## config.mk

```make
export PLATFORM = sky130hd
export DESIGN_NAME = lic_level_intr_ctrl
export DESIGN_NICKNAME = d
export VERILOG_FILES = /design/src/hw/lic_pkg.sv /design/src/hw/lic_level_arbiter.sv /design/src/hw/lic_level_gather.sv /design/src/hw/lic_level_intr_ctrl.sv
export SDC_FILE = /design/constraint.sdc
export NUM_CORES = 1
export LEC_CHECK = 0
export BUFFER_PORTS_ARGS = -buffer_cell sky130_fd_sc_hd__buf_2
export CORE_ASPECT_RATIO = 2
export CORE_UTILIZATION = 45
export DETAILED_ROUTE_END_ITERATION = 10
export PLACE_DENSITY = 0.77
export REMOVE_ABC_BUFFERS = 1
export SETUP_SLACK_MARGIN = 0.5
export SYNTH_ARGS = -nofsm -noshare
export SYNTH_HDL_FRONTEND = slang
export SYNTH_SLANG_ARGS = --single-unit
```

## constraint.sdc

```tcl
create_clock -name clk_i -period 12.68 [get_ports clk_i]
set_clock_uncertainty 0.05 [all_clocks]
set_input_delay 0 -clock clk_i [delete_from_list [all_inputs] [get_ports clk_i]]
set_output_delay 0 -clock clk_i [all_outputs]
set_load 0.1 [all_outputs]
```

## src/hw/lic_pkg.sv

```systemverilog
// Purpose: shared constants of the level interrupt controller
// Assumes: one core clock, register port driven by the core
// Notes:   source numbering follows the vector order, lowest first
package lic_pkg;

    localparam int NUM_LEVELS = 8;
    localparam int NUM_SRCS   = 22;
    localparam int SRC_IDX_W  = 5;

    // register file addresses
    localparam logic [7:0] ADDR_PENDING  = 8'h00_DC;
    localparam logic [7:0] ADDR_MASK     = 8'h00_DD;
    localparam logic [7:0] ADDR_SYS_MODE = 8'h00_DE;
    localparam logic [7:0] ADDR_PRIORITY = 8'h00_FF;

    // system mode fields
    localparam int SYM_GLOBAL_EN_BIT = 0;
    localparam int SYM_FAST_EN_BIT   = 1;
    localparam int SYM_FAST_SEL_LSB  = 2;
    localparam int SYM_FAST_SEL_MSB  = 4;
    localparam int SYM_EXT_IF_BIT    = 7;
    // bits 6:5 are reserved and read as zero
    localparam logic [7:0] SYM_WRITE_MASK = 8'h00_9F;

    // reset values; mask and fast select are formally undefined
    localparam logic [7:0] SYM_RESET  = 8'h00_00;
    localparam logic [7:0] MASK_RESET = 8'h00_00;
    localparam logic [7:0] PRIO_RESET = 8'h00_00;

    // priority register fields
    localparam int PRIO_ORDER_LSB = 0;
    localparam int PRIO_ORDER_MSB = 2;
    localparam int PRIO_REV_A_BIT = 3;
    localparam int PRIO_REV_B_BIT = 4;
    localparam int PRIO_REV_C_BIT = 5;

    // first source index of each level, plus the end marker
    localparam logic [8:0][4:0] LVL_BASE = {
        5'h16, 5'h12, 5'h0E, 5'h0A, 5'h08, 5'h04, 5'h03, 5'h02, 5'h00
    };

    // low byte of each source's vector address
    localparam logic [21:0][7:0] SRC_VECTOR = {
        8'h00_FE, 8'h00_FC, 8'h00_FA, 8'h00_F8,
        8'h00_F6, 8'h00_F4, 8'h00_F2, 8'h00_F0,
        8'h00_EE, 8'h00_EC, 8'h00_EA, 8'h00_E8,
        8'h00_E6, 8'h00_E4,
        8'h00_DE, 8'h00_DC, 8'h00_DA, 8'h00_D8,
        8'h00_D4, 8'h00_D2, 8'h00_D0, 8'h00_CE
    };

endpackage : lic_pkg
```

## src/hw/lic_level_arbiter.sv

```systemverilog
// Purpose: pick the highest priority level among the contenders
// Assumes: candidate levels are already unmasked and globally enabled
// Notes:   groups A=0..1, B=2..4, C=5..7; lower key wins
module lic_level_arbiter (
    input  wire logic [7:0] cand_i,
    input  wire logic [7:0] prio_i,
    output logic            win_valid_o,
    output logic      [2:0] win_level_o
);

    // rank key of a level under the given priority setting
    function automatic logic [3:0] level_key(input int lvl,
                                             input logic [7:0] p);
        logic [1:0] grp;
        logic [1:0] pos;
        logic [1:0] rank;
        logic [2:0] ord;
        ord = p[lic_pkg::PRIO_ORDER_MSB:lic_pkg::PRIO_ORDER_LSB];
        if (lvl < 2)
        begin
            grp = 2'd0;
            pos = p[lic_pkg::PRIO_REV_A_BIT] ? 2'(1 - lvl) : 2'(lvl);
        end
        else if (lvl < 5)
        begin
            grp = 2'd1;
            pos = p[lic_pkg::PRIO_REV_B_BIT] ? 2'(4 - lvl) : 2'(lvl - 2);
        end
        else
        begin
            grp = 2'd2;
            pos = p[lic_pkg::PRIO_REV_C_BIT] ? 2'(7 - lvl) : 2'(lvl - 5);
        end
        // group order table: index is ord, entries give rank of A,B,C
        case (ord)
            3'd1:    rank = (grp == 2'd0) ? 2'd0 : (grp == 2'd2) ? 2'd1 : 2'd2;
            3'd2:    rank = (grp == 2'd1) ? 2'd0 : (grp == 2'd0) ? 2'd1 : 2'd2;
            3'd3:    rank = (grp == 2'd1) ? 2'd0 : (grp == 2'd2) ? 2'd1 : 2'd2;
            3'd4:    rank = (grp == 2'd2) ? 2'd0 : (grp == 2'd0) ? 2'd1 : 2'd2;
            3'd5:    rank = (grp == 2'd2) ? 2'd0 : (grp == 2'd1) ? 2'd1 : 2'd2;
            default: rank = grp;
        endcase
        return {rank, pos};
    endfunction

    // scan all levels; a strict compare keeps the first minimum
    always_comb
    begin
        logic [3:0] best;
        logic [3:0] k;
        best        = 4'hF;
        k           = 4'h0;
        win_valid_o = 1'b0;
        win_level_o = 3'd0;
        for (int l = 0; l < lic_pkg::NUM_LEVELS; l++)
        begin
            k = level_key(l, prio_i);
            if (cand_i[l] && (!win_valid_o || k < best))
            begin
                best        = k;
                win_valid_o = 1'b1;
                win_level_o = 3'(l);
            end
        end
    end

endmodule // lic_level_arbiter

```

## src/hw/lic_level_gather.sv

```systemverilog
// Purpose: fold source requests into level flags and in-level winners
// Assumes: requests and enables are levels, synchronous to clk_i
// Notes:   purely combinational; the caller registers the results
module lic_level_gather (
    input  wire logic [21:0] src_req_i,
    input  wire logic [21:0] src_en_i,
    output logic      [7:0]  lvl_active_o,
    output logic      [39:0] lvl_win_o
);

    // first qualified source of a level, lowest index wins
    function automatic logic [4:0] first_src(input logic [21:0] q,
                                             input int lo,
                                             input int hi);
        logic [4:0] w;
        w = 5'h00;
        for (int s = hi - 1; s >= lo; s--)
        begin
            if (q[s])
            begin
                w = 5'(s);
            end
        end
        return w;
    endfunction

    logic [21:0] qual;

    // a request counts only while its peripheral enables it
    assign qual = src_req_i & src_en_i;

    // per level or-reduction and fixed in-level order
    always_comb
    begin
        lvl_active_o = '0;
        lvl_win_o    = '0;
        for (int l = 0; l < lic_pkg::NUM_LEVELS; l++)
        begin
            for (int s = int'(lic_pkg::LVL_BASE[l]);
                 s < int'(lic_pkg::LVL_BASE[l+1]); s++)
            begin
                lvl_active_o[l] = lvl_active_o[l] | qual[s];
            end
            lvl_win_o[l*5 +: 5] = first_src(qual,
                int'(lic_pkg::LVL_BASE[l]),
                int'(lic_pkg::LVL_BASE[l+1]));
        end
    end

endmodule // lic_level_gather

```

## src/hw/lic_level_intr_ctrl.sv

```systemverilog
// Purpose: system level interrupt control: global enable, level mask,
//          level priority, level pending and system mode register
// Assumes: core drives a byte-wide register port and instruction
//          strobes, all synchronous to clk_i
// Notes:   the core reads request, level and vector two cycles after
//          the sources settle; servicing itself belongs to the core
//          mask, priority and fast select reset to zero by choice

module lic_level_intr_ctrl (
    input  wire logic        clk_i,
    input  wire logic        rst_i,
    // instruction strobes from the core
    input  wire logic        global_enable_instr_i,
    input  wire logic        global_disable_instr_i,
    // register port
    input  wire logic [7:0]  reg_addr_i,
    input  wire logic        reg_wr_i,
    input  wire logic [7:0]  reg_wdata_i,
    input  wire logic        reg_rd_i,
    output logic      [7:0]  reg_rdata_o,
    output logic             reg_hit_o,
    // sources and their peripheral enables
    input  wire logic [21:0] src_req_i,
    input  wire logic [21:0] src_en_i,
    // to the core
    output logic             intr_req_o,
    output logic      [2:0]  intr_level_o,
    output logic      [4:0]  intr_src_o,
    output logic      [7:0]  intr_vector_o,
    output logic             intr_fast_o,
    output logic             ext_if_ctrl_o
);

    // register file state
    logic [7:0]  sym_q,   sym_d;
    logic [7:0]  mask_q,  mask_d;
    logic [7:0]  prio_q,  prio_d;
    logic [7:0]  pend_q,  pend_d;
    logic [7:0]  rdata_q, rdata_d;
    logic        hit_q,   hit_d;
    // request path state, one winner per cycle
    logic        req_q,   req_d;
    logic [2:0]  lvl_q,   lvl_d;
    logic [4:0]  src_q,   src_d;
    logic [7:0]  vec_q,   vec_d;
    logic        fast_q,  fast_d;

    // links between the gather, arbiter and output stages
    logic [7:0]  lvl_active;
    logic [39:0] lvl_win;
    logic [7:0]  cand;
    logic        win_valid;
    logic [2:0]  win_level;

    // true when a write targets the given address
    function automatic logic wr_hit(input logic       wr,
                                    input logic [7:0] a,
                                    input logic [7:0] target);
        return wr && (a == target);
    endfunction

    // true when the fast path is armed for the given level
    function automatic logic fast_hit(input logic [7:0] mode,
                                      input logic [2:0] lvl);
        return mode[lic_pkg::SYM_FAST_EN_BIT]
               && (lvl == mode[lic_pkg::SYM_FAST_SEL_MSB:
                               lic_pkg::SYM_FAST_SEL_LSB]);
    endfunction

    // source to level folding, fixed map held in the package
    lic_level_gather lic_level_gather_inst (
        .src_req_i    (src_req_i),
        .src_en_i     (src_en_i),
        .lvl_active_o (lvl_active),
        .lvl_win_o    (lvl_win)
    );

    // only unmasked levels contend, and only while globally enabled
    assign cand = (sym_q[lic_pkg::SYM_GLOBAL_EN_BIT] ? pend_q : 8'h00_00)
                  & mask_q;

    // priority among the unmasked pending levels
    lic_level_arbiter lic_level_arbiter_inst (
        .cand_i      (cand),
        .prio_i      (prio_q),
        .win_valid_o (win_valid),
        .win_level_o (win_level)
    );

    // mode register: direct writes first, then the instruction strobes
    always_comb
    begin
        sym_d = sym_q;
        if (wr_hit(reg_wr_i, reg_addr_i, lic_pkg::ADDR_SYS_MODE))
        begin
            // reserved bits stay zero
            sym_d = reg_wdata_i & lic_pkg::SYM_WRITE_MASK;
        end
        // instruction beats a same-cycle write on bit 0 only
        if (global_disable_instr_i)
        begin
            sym_d[lic_pkg::SYM_GLOBAL_EN_BIT] = 1'b0;
        end
        else if (global_enable_instr_i)
        begin
            sym_d[lic_pkg::SYM_GLOBAL_EN_BIT] = 1'b1;
        end
    end

    // reset drops global and fast enable; select reset is our choice
    always_ff @(posedge clk_i or posedge rst_i)
    begin
        if (rst_i)
        begin
            sym_q <= lic_pkg::SYM_RESET;
        end
        else
        begin
            sym_q <= sym_d;
        end
    end

    // level mask: plain byte register, bit n gates level n
    always_comb
    begin
        mask_d = mask_q;
        if (wr_hit(reg_wr_i, reg_addr_i, lic_pkg::ADDR_MASK))
        begin
            mask_d = reg_wdata_i;
        end
    end

    // zero after reset keeps every level masked until software writes
    always_ff @(posedge clk_i or posedge rst_i)
    begin
        if (rst_i)
        begin
            mask_q <= lic_pkg::MASK_RESET;
        end
        else
        begin
            mask_q <= mask_d;
        end
    end

    // level priority: stored whole, bits 7:6 unused by the arbiter
    always_comb
    begin
        prio_d = prio_q;
        if (wr_hit(reg_wr_i, reg_addr_i, lic_pkg::ADDR_PRIORITY))
        begin
            prio_d = reg_wdata_i;
        end
    end

    // zero selects the plain group order after reset
    always_ff @(posedge clk_i or posedge rst_i)
    begin
        if (rst_i)
        begin
            prio_q <= lic_pkg::PRIO_RESET;
        end
        else
        begin
            prio_q <= prio_d;
        end
    end

    // pending flags follow the sources; writes cannot reach them
    always_comb
    begin
        pend_d = lvl_active;
    end

    // a plain copy; the peripherals keep their own latched flags
    always_ff @(posedge clk_i or posedge rst_i)
    begin
        if (rst_i)
        begin
            pend_q <= 8'h00_00;
        end
        else
        begin
            pend_q <= pend_d;
        end
    end

    // request flags; the disable strobe also drops one on its way out
    always_comb
    begin
        req_d  = win_valid && !global_disable_instr_i;
        // fast path only for the one selected level
        fast_d = win_valid && !global_disable_instr_i
                 && fast_hit(sym_q, win_level);
    end

    always_ff @(posedge clk_i or posedge rst_i)
    begin
        if (rst_i)
        begin
            req_q  <= 1'b0;
            fast_q <= 1'b0;
        end
        else
        begin
            req_q  <= req_d;
            fast_q <= fast_d;
        end
    end

    // winner payload; zero source and vector while nothing contends
    always_comb
    begin
        lvl_d = win_level;
        src_d = lvl_win[win_level*5 +: 5];
        vec_d = lic_pkg::SRC_VECTOR[src_d];
        if (!win_valid)
        begin
            src_d = 5'h00;
            vec_d = 8'h00_00;
        end
    end

    // payload moves in step with the flags, so level, source and
    // vector always describe the same winner
    always_ff @(posedge clk_i or posedge rst_i)
    begin
        if (rst_i)
        begin
            lvl_q <= 3'd0;
            src_q <= 5'h00;
            vec_q <= 8'h00_00;
        end
        else
        begin
            lvl_q <= lvl_d;
            src_q <= src_d;
            vec_q <= vec_d;
        end
    end

    // registered read port; unmapped addresses read zero, no hit
    always_comb
    begin
        rdata_d = 8'h00_00;
        hit_d   = 1'b0;
        if (reg_rd_i)
        begin
            hit_d = 1'b1;
            case (reg_addr_i)
                lic_pkg::ADDR_SYS_MODE: rdata_d = sym_q;
                lic_pkg::ADDR_MASK:     rdata_d = mask_q;
                lic_pkg::ADDR_PRIORITY: rdata_d = prio_q;
                lic_pkg::ADDR_PENDING:  rdata_d = pend_q;
                default:                hit_d   = 1'b0;
            endcase
        end
    end

    // registered so the core samples a steady byte the next cycle
    always_ff @(posedge clk_i or posedge rst_i)
    begin
        if (rst_i)
        begin
            rdata_q <= 8'h00_00;
            hit_q   <= 1'b0;
        end
        else
        begin
            rdata_q <= rdata_d;
            hit_q   <= hit_d;
        end
    end

    // register port outputs, straight from their flops
    assign reg_rdata_o   = rdata_q;
    assign reg_hit_o     = hit_q;

    // core side outputs, all registered
    assign intr_req_o    = req_q;
    assign intr_level_o  = lvl_q;
    assign intr_src_o    = src_q;
    assign intr_vector_o = vec_q;
    assign intr_fast_o   = fast_q;
    assign ext_if_ctrl_o = sym_q[lic_pkg::SYM_EXT_IF_BIT];

endmodule // lic_level_intr_ctrl

```

# --- Word-level counts from Yosys, hierarchy flattened ---
# Memories as Yosys holds them, arrays and structs flattened.
# Cells that the tools add are included.
op_classes:
  shift: 1
  n_eq_ne: 10
  reduce_logical: 36
  muxes: 64
  n_mul: 1
  order_cmp: 8
  bitwise: 16
op_table:
  columns: ["cell", "n"]
  rows:
  - ["5-bit two-way mux", 13]
  - ["4-bit two-way mux", 13]
  - ["40-bit by 7-bit indexed part select with 5-bit output", 1]
  - ["8-bit equality test, second input constant", 4]
  - ["8-bit two-way mux", 4]
  - ["8-bit case mux with 4 select lines", 1]
  - ["4-bit less-than comparator", 7]
  - ["22-bit AND", 1]
  - ["3-bit two-way mux", 7]
  - ["1-bit two-way mux", 17]
  - ["1-bit OR", 14]
  - ["1-bit logical AND", 13]
  - ["2-bit two-way mux", 6]
  - ["2-bit case mux with 2 select lines", 3]
  - ["2-bit OR reduction", 6]
  - ["8-bit AND", 1]
  - ["1-bit zero test", 8]
  - ["1-bit logical OR", 7]
  - ["3-bit by 2-bit equality test with 1-bit output, second input constant", 2]
  - ["3-bit equality test, second input constant", 2]
  - ["5-bit by 6-bit less-than comparator with 1-bit output, second input constant", 1]
  - ["3-bit by 3-bit multiplier with 6-bit output, second input constant", 1]
  - ["4-bit OR reduction", 1]
  - ["3-bit by 1-bit equality test with 1-bit output, second input constant", 1]
  - ["other kinds (2)", 2]
totals:
  register_bits: 57
  rom_bits: 256
  mem_count: 1
mem_list:
  columns: ["memory", "depth", "width", "read_ports", "rd_ports_with_merged_regs", "write_ports", "line_no", "source"]
  rows:
  - ["(name not given)", 32, 8, 1, 0, 0, "lic_level_intr_ctrl.sv:216", "vec_d = lic_pkg::SRC_VECTOR[src_d];"]

# --- Depth between registers and ports, before layout ---
logic_depth:
  word_depth: 37
  mapped_depth: 57
  depth_no_buf: 54

# --- By module ---
# Synthesis repeated with hierarchy kept, for this count alone.
hier_totals:
  hier_cells: 382
  area_unflattened_um2: 4042.6
by_module_without_submodules:
  columns: ["mod", "area_each_um2", "cells_each", "instances", "seq_area_each_um2"]
  rows:
  - ["lic_level_intr_ctrl", 2567.5, 190, 1, 1376.3]
  - ["lic_level_arbiter", 964.7, 126, 1, 0.0]
  - ["lic_level_gather", 510.5, 66, 1, 0.0]

# --- Worst setup path after synthesis ---
# Ideal clock, no wire load.
synth_timing:
  path_kind: "reg2reg"
  start: "reg prio_q[2]"
  end: "reg vec_q[2] (netlist: intr_vector_o[2])"
  period_less_slack_ps: 11425
  setup_time_ps: 139
  required_time_ps: 12491
  stages_incl_launch_ff: 52
  slack_ps: 1255
  arrival_ps: 11237
  path_buffers: 4
  path_cell_list: "dfrtp_1 -> inv_1 -> nand2_1 -> a21oi_1 -> nor2_1 -> ha_1 -> a21o_1 -> a21o_1 -> nor3_1 -> nor2_1 -> o21ai_0 -> ha_1 -> a21oi_1 -> o2111ai_2 -> o41ai_1 -> nor2_1 -> a21oi_1 -> ha_1 -> [16 not listed] -> a21o_1 -> a21o_1 -> clkbuf_1 -> a21oi_1 -> mux2_2 -> ha_1 -> a2111oi_2 -> nand3_1 -> o22ai_1 -> or4_1 -> buf_6 -> mux2i_1 -> o22ai_1 -> or2_2 -> ha_1 -> nand2b_1 -> o211ai_1 -> o211ai_1"
synth_via:
  elab_chain_len: 37
  elab_cells_between_ends: 67
  classes_between: "mul: 1; order compare: 7; eq/ne: 5; shift: 1; mux: 26; reduce/logical: 26; memory: 1"
synth_lines:
  columns: ["element", "line_no", "source"]
  rows:
  - ["from (decl)", "lic_level_intr_ctrl.sv:37", "logic [7:0] prio_q, prio_d;"]
  - ["from (signal assigned)", "lic_level_intr_ctrl.sv:161", "prio_q <= lic_pkg::PRIO_RESET;"]
  - ["from (signal assigned)", "lic_level_intr_ctrl.sv:165", "prio_q <= prio_d;"]
  - ["3-bit by 2-bit equality test with 1-bit output (tied with other cells)", "lic_level_arbiter.sv:35", "case (ord)"]
  - ["2-bit OR reduction (no line)", null, null]
  - ["2-bit case mux with 2 select lines", "lic_level_arbiter.sv:35", null]
  - ["4-bit two-way mux", "lic_level_arbiter.sv:58", "if (cand_i[l] && (!win_valid_o || k < best))"]
  - ["4-bit less-than comparator", "lic_level_arbiter.sv:58", null]
  - ["1-bit logical OR", "lic_level_arbiter.sv:58", null]
  - ["1-bit logical AND", "lic_level_arbiter.sv:58", null]
  - ["4-bit two-way mux or 1-bit two-way mux (tied branches)", "lic_level_arbiter.sv:58", null]
  - ["[23 not listed]", null, null]
  - ["3-bit two-way mux *", "lic_level_arbiter.sv:58", null]
  - ["net lic_level_arbiter_inst.win_level_o[1]", "lic_level_arbiter.sv:8", "output logic [2:0] win_level_o"]
  - ["3-bit by 3-bit multiplier with 6-bit output *", "lic_level_intr_ctrl.sv:215", "src_d = lvl_win[win_level*5 +: 5];"]
  - ["40-bit by 7-bit indexed part select with 5-bit output *", "lic_level_intr_ctrl.sv:215", null]
  - ["memory read 32 x 8 bit *", null, null]
  - ["8-bit two-way mux (implied by the code) *", "lic_level_intr_ctrl.sv:216", null]
  - ["8-bit two-way mux *", "lic_level_intr_ctrl.sv:217", "if (!win_valid)"]
  - ["net vec_d[2]", "lic_level_intr_ctrl.sv:45", "logic [7:0] vec_q, vec_d;"]
  - ["to (signal assigned)", "lic_level_intr_ctrl.sv:238", "vec_q <= vec_d;"]
  - ["to (decl)", "lic_level_intr_ctrl.sv:45", null]
# The timed path passes the listed nets; every way through them passes the cells marked *. The select of a mux whose other input is x is not followed.
# A chain may end at the register's enable or synchronous reset.

# --- Final worst setup path ---
layout_timing:
  start: "reg prio_q[2]"
  end: "reg vec_q[2] (netlist: intr_vector_o[2])"
layout_via:
  elab_chain_len: 37
  elab_cells_between_ends: 67
  classes_between: "mul: 1; order compare: 7; eq/ne: 5; shift: 1; mux: 26; reduce/logical: 26; memory: 1"
layout_lines:
  columns: ["element", "line_no"]
  rows:
  - ["3-bit by 2-bit equality test with 1-bit output (tied with other cells)", "lic_level_arbiter.sv:35"]
  - ["2-bit OR reduction (no line)", null]
  - ["2-bit case mux with 2 select lines", "lic_level_arbiter.sv:35"]
  - ["4-bit two-way mux", "lic_level_arbiter.sv:58"]
  - ["4-bit less-than comparator", "lic_level_arbiter.sv:58"]
  - ["1-bit logical OR", "lic_level_arbiter.sv:58"]
  - ["1-bit logical AND", "lic_level_arbiter.sv:58"]
  - ["4-bit two-way mux or 1-bit two-way mux (tied branches)", "lic_level_arbiter.sv:58"]
  - ["[22 not listed]", null]
  - ["1-bit logical AND", "lic_level_arbiter.sv:58"]
  - ["3-bit two-way mux", "lic_level_arbiter.sv:58"]
  - ["3-bit by 3-bit multiplier with 6-bit output", "lic_level_intr_ctrl.sv:215"]
  - ["40-bit by 7-bit indexed part select with 5-bit output", "lic_level_intr_ctrl.sv:215"]
  - ["memory read 32 x 8 bit", null]
  - ["8-bit two-way mux (implied by the code)", "lic_level_intr_ctrl.sv:216"]
  - ["8-bit two-way mux *", "lic_level_intr_ctrl.sv:217"]
  - ["net vec_d[2]", "lic_level_intr_ctrl.sv:45"]
# Marked as above.

==> flow_summary.toml <==
[clocking]
numCtsBuffers = 5
cts.sinks = 55
clk_latency_ns = 0.29
cts_tree = "yes"
clock_tree.root_cell = "clkbuf_16"
clkTransAtPathRegs_ns = 0.07
htree_levels = 2
clockBufferDepth = 2

[global_routing]
first_global_vias = 3891
grt_pass1_wl_microns = 18400
grt-ovfl-total = 0
grt_usage = 0.278
antenna_found_initial = 0
grt_max_degree = 56

[setup_path]
rrSetupSlack_ns = 1.33
path_class = "flip-flop to flip-flop"
max_stage_delay_ns = 0.66
reg2regPathDepth = 50
crit_arrival_ns = 11.45
start_kind = "flip-flop"
critPathCaptureType = "flip-flop"
cp_max_fo = 9
required_ns = 12.79
critPathSlowestCell = "or4_4"
worst_path_most_repeated_cell = "ha_1"

[synth]
synthArstFlopShare = 1.00
yosysWarnings = 0
syn_inst = 392
syn_avg_cell_area_sq_um = 9.64
synth_ff_type = "dfrtp_1"
synth.cell_area_sq_mm = 0.00378
synth_edf_count = 0
synthDistinctLibCells = 63
yosysSeqAreaShare = 0.364
ys_ff_latch = 55

[die]
core-area_sq_mm = 0.00823
die_area_sq_mm = 0.00879
fp-row-count = 47
initial_core_util = 0.459
die_h_microns = 132
dieWidth_microns = 66.8
ios = 94

[sta]
tns_ns = 0
hold_violations = 0
worst-slew-pin-transition_ns = 1.26
grt_setup_unrepaired = "no"
post-route-min-period_ns = 11.35
max_freq_ghz = 0.0881
slew_headroom = 0.153
timing.final.crit_share = 0.895
final_max_slew_viol_count = 0
setup_viol = 0

[power_and_ir_drop]
ir_worst_vdd_mv = 0.0703
powerDensity_mw_per_mm2 = 97.4
p_leak_uw = 0.00246

[routing]
via_per_inst = 6.14
ant_nets = 0
drc = 0
drt_pass1_iterations = 6
vias = 3778
drt-total-wl_microns = 11700
drt_iter0_markers = 317
avgRoutedWirePerCell_microns = 18.9

[cells_and_area]
final_cell_mix = "buf_2, dfrtp_1, nand2_1, mux2_2"
mostFrequentLayoutCell = "buf_2"
diodes = 0
multiInputGateArea_sq_mm = 0.00232
drive_gt1_frac = 0.329
fill_cells = 720
areaGrowthSynthToFinish_pct = 28.0
post-route-util = 0.588
final-instance-count-excl-fill = 615
regArea_sq_mm = 0.00138
fin_nets = 604

[hold_path]
hold_path_depth = 3
min_path_type = "primary input to flip-flop"

[placed_design]
gp_congestion = 0.966
dpl.cell_count = 583
hpwlAfterDp_microns = 9040
port_buffers = 92

[job]
drv_cap = 0

[outcome]
outcome = "finished, final reports clean"
-- state kept, by name, summed over array words and instances (netlist names) --
| name | flops |
|---|---|
| intr_req_o | 1 |
| mask_q | 8 |
| intr_fast_o | 1 |
| reg_hit_o | 1 |
| prio_q | 8 |
| pend_q | 8 |
| intr_level_o | 3 |
| intr_vector_o | 6 |
| reg_rdata_o | 8 |
| sym_q | 6 |
| intr_src_o | 5 |
-- cell type report --
type | instances | area share
repair buffers | 126 | 0.159
clock inverters | 2 | 0.00724
well taps | 98 | 0.0253
inverters | 18 | 0.0147
multi-input cells | 310 | 0.480
flip-flops and latches | 55 | 0.285
clock buffers | 6 | 0.0287
-- synthesized netlist by cell type, drive strengths merged (6+ instances only) --
| master | number | area (sq um) |
|---|---|---|
| nand2 | 36 | 135 |
| a211oi | 7 | 52.6 |
| and3 | 9 | 61.3 |
| nor2 | 23 | 86.3 |
| a222oi | 7 | 70.1 |
| mux2 | 34 | 383 |
| o21a | 8 | 60.1 |
| nor3 | 9 | 45.0 |
| nand2b | 6 | 37.5 |
| a22oi | 11 | 82.6 |
| ha | 22 | 275 |
| nand3 | 18 | 90.1 |
| a21o | 8 | 60.1 |
| dfrtp | 55 | 1380 |
| o21ai | 10 | 53.8 |
| o211ai | 8 | 60.1 |
| inv | 17 | 63.8 |
| a21oi | 21 | 116 |
-- metrics by stage --
step | hold slack [ns] | area [sq um] | worst slack (ns) | power (uW)
after floorplan | 0.0164 | 3730 | 1.38 | 272
after global placement | 0.139 | 4390 | 0.945 | 306
after detailed placement | 0.132 | 4390 | 0.523 | 309
after CTS | 0.000690 | 4780 | 0.644 | 469
after global routing | 0.0233 | 4840 | 0.552 | 490
final | 0.00936 | 4840 | 1.33 | 471
-- metal layers --
| layer | vias to the layer above | routed length [microns] | global-route usage |
|---|---|---|---|
| met5 | - | 0 | 0 |
| met3 | 58 | 421 | 0.0286 |
| met4 | 0 | 879 | 0.190 |
| met1 | 1818 | 3960 | 0.279 |
| met2 | 165 | 6390 | 0.504 |
| li1 | 1737 | - | - |
-- repair_timing --
item	in CTS	in global routing
cloned	0	0
hold buffers	22	0
buffers inserted	0	2
hold endpoints to repair	85	0
resized for setup	1	10
pin swaps	0	0
endpoints found under the setup margin	1	8
-- cell families after synthesis --
group           count (synthesis)  share of synthesized area
other cells                     1                   0.000992
flops                          55                      0.364
buf+inv                        27                     0.0314
xor+xnor                        4                    0.00927
compound gates                119                      0.244
simple gates                  126                      0.166
mux                            38                      0.112
fa+ha+maj                      22                     0.0728
-- worst paths after layout --
check	endpoint	from
min in group asynchronous	intr_req_o$_DFF_PP0_	rst_i
worst max-delay path	intr_vector_o[2]$_DFF_PP0_	prio_q[2]$_DFFE_PP0P_
max in group asynchronous	prio_q[3]$_DFFE_PP0P_	rst_i
worst min register to register	prio_q[7]$_DFFE_PP0P_	prio_q[7]$_DFFE_PP0P_
worst min-delay path	pend_q[3]$_DFF_PP0_	src_en_i[5]
worst max register to register	intr_vector_o[2]$_DFF_PP0_	prio_q[2]$_DFFE_PP0P_
-- critical path, delay by kind of cell, from the launching register on --
family | cells | cell delay (ns)
buffers and inverters | 2 | 0.29
AND/OR/NAND/NOR | 9 | 2.09
AO/OA/AOI/OAI | 27 | 4.93
flip-flops | 1 | 0.42
adder cells (fa/ha/maj) | 8 | 2.19
multiplexers | 4 | 1.24
-- power by group --
| group | internal (uW) | switching [uW] | total [uW] |
|---|---|---|---|
| registers | 184 | 7.91 | 192 |
| clock network | 98.2 | 57.9 | 156 |
| logic | 43.8 | 79.2 | 123 |
(Power assumes the default switching activity.)
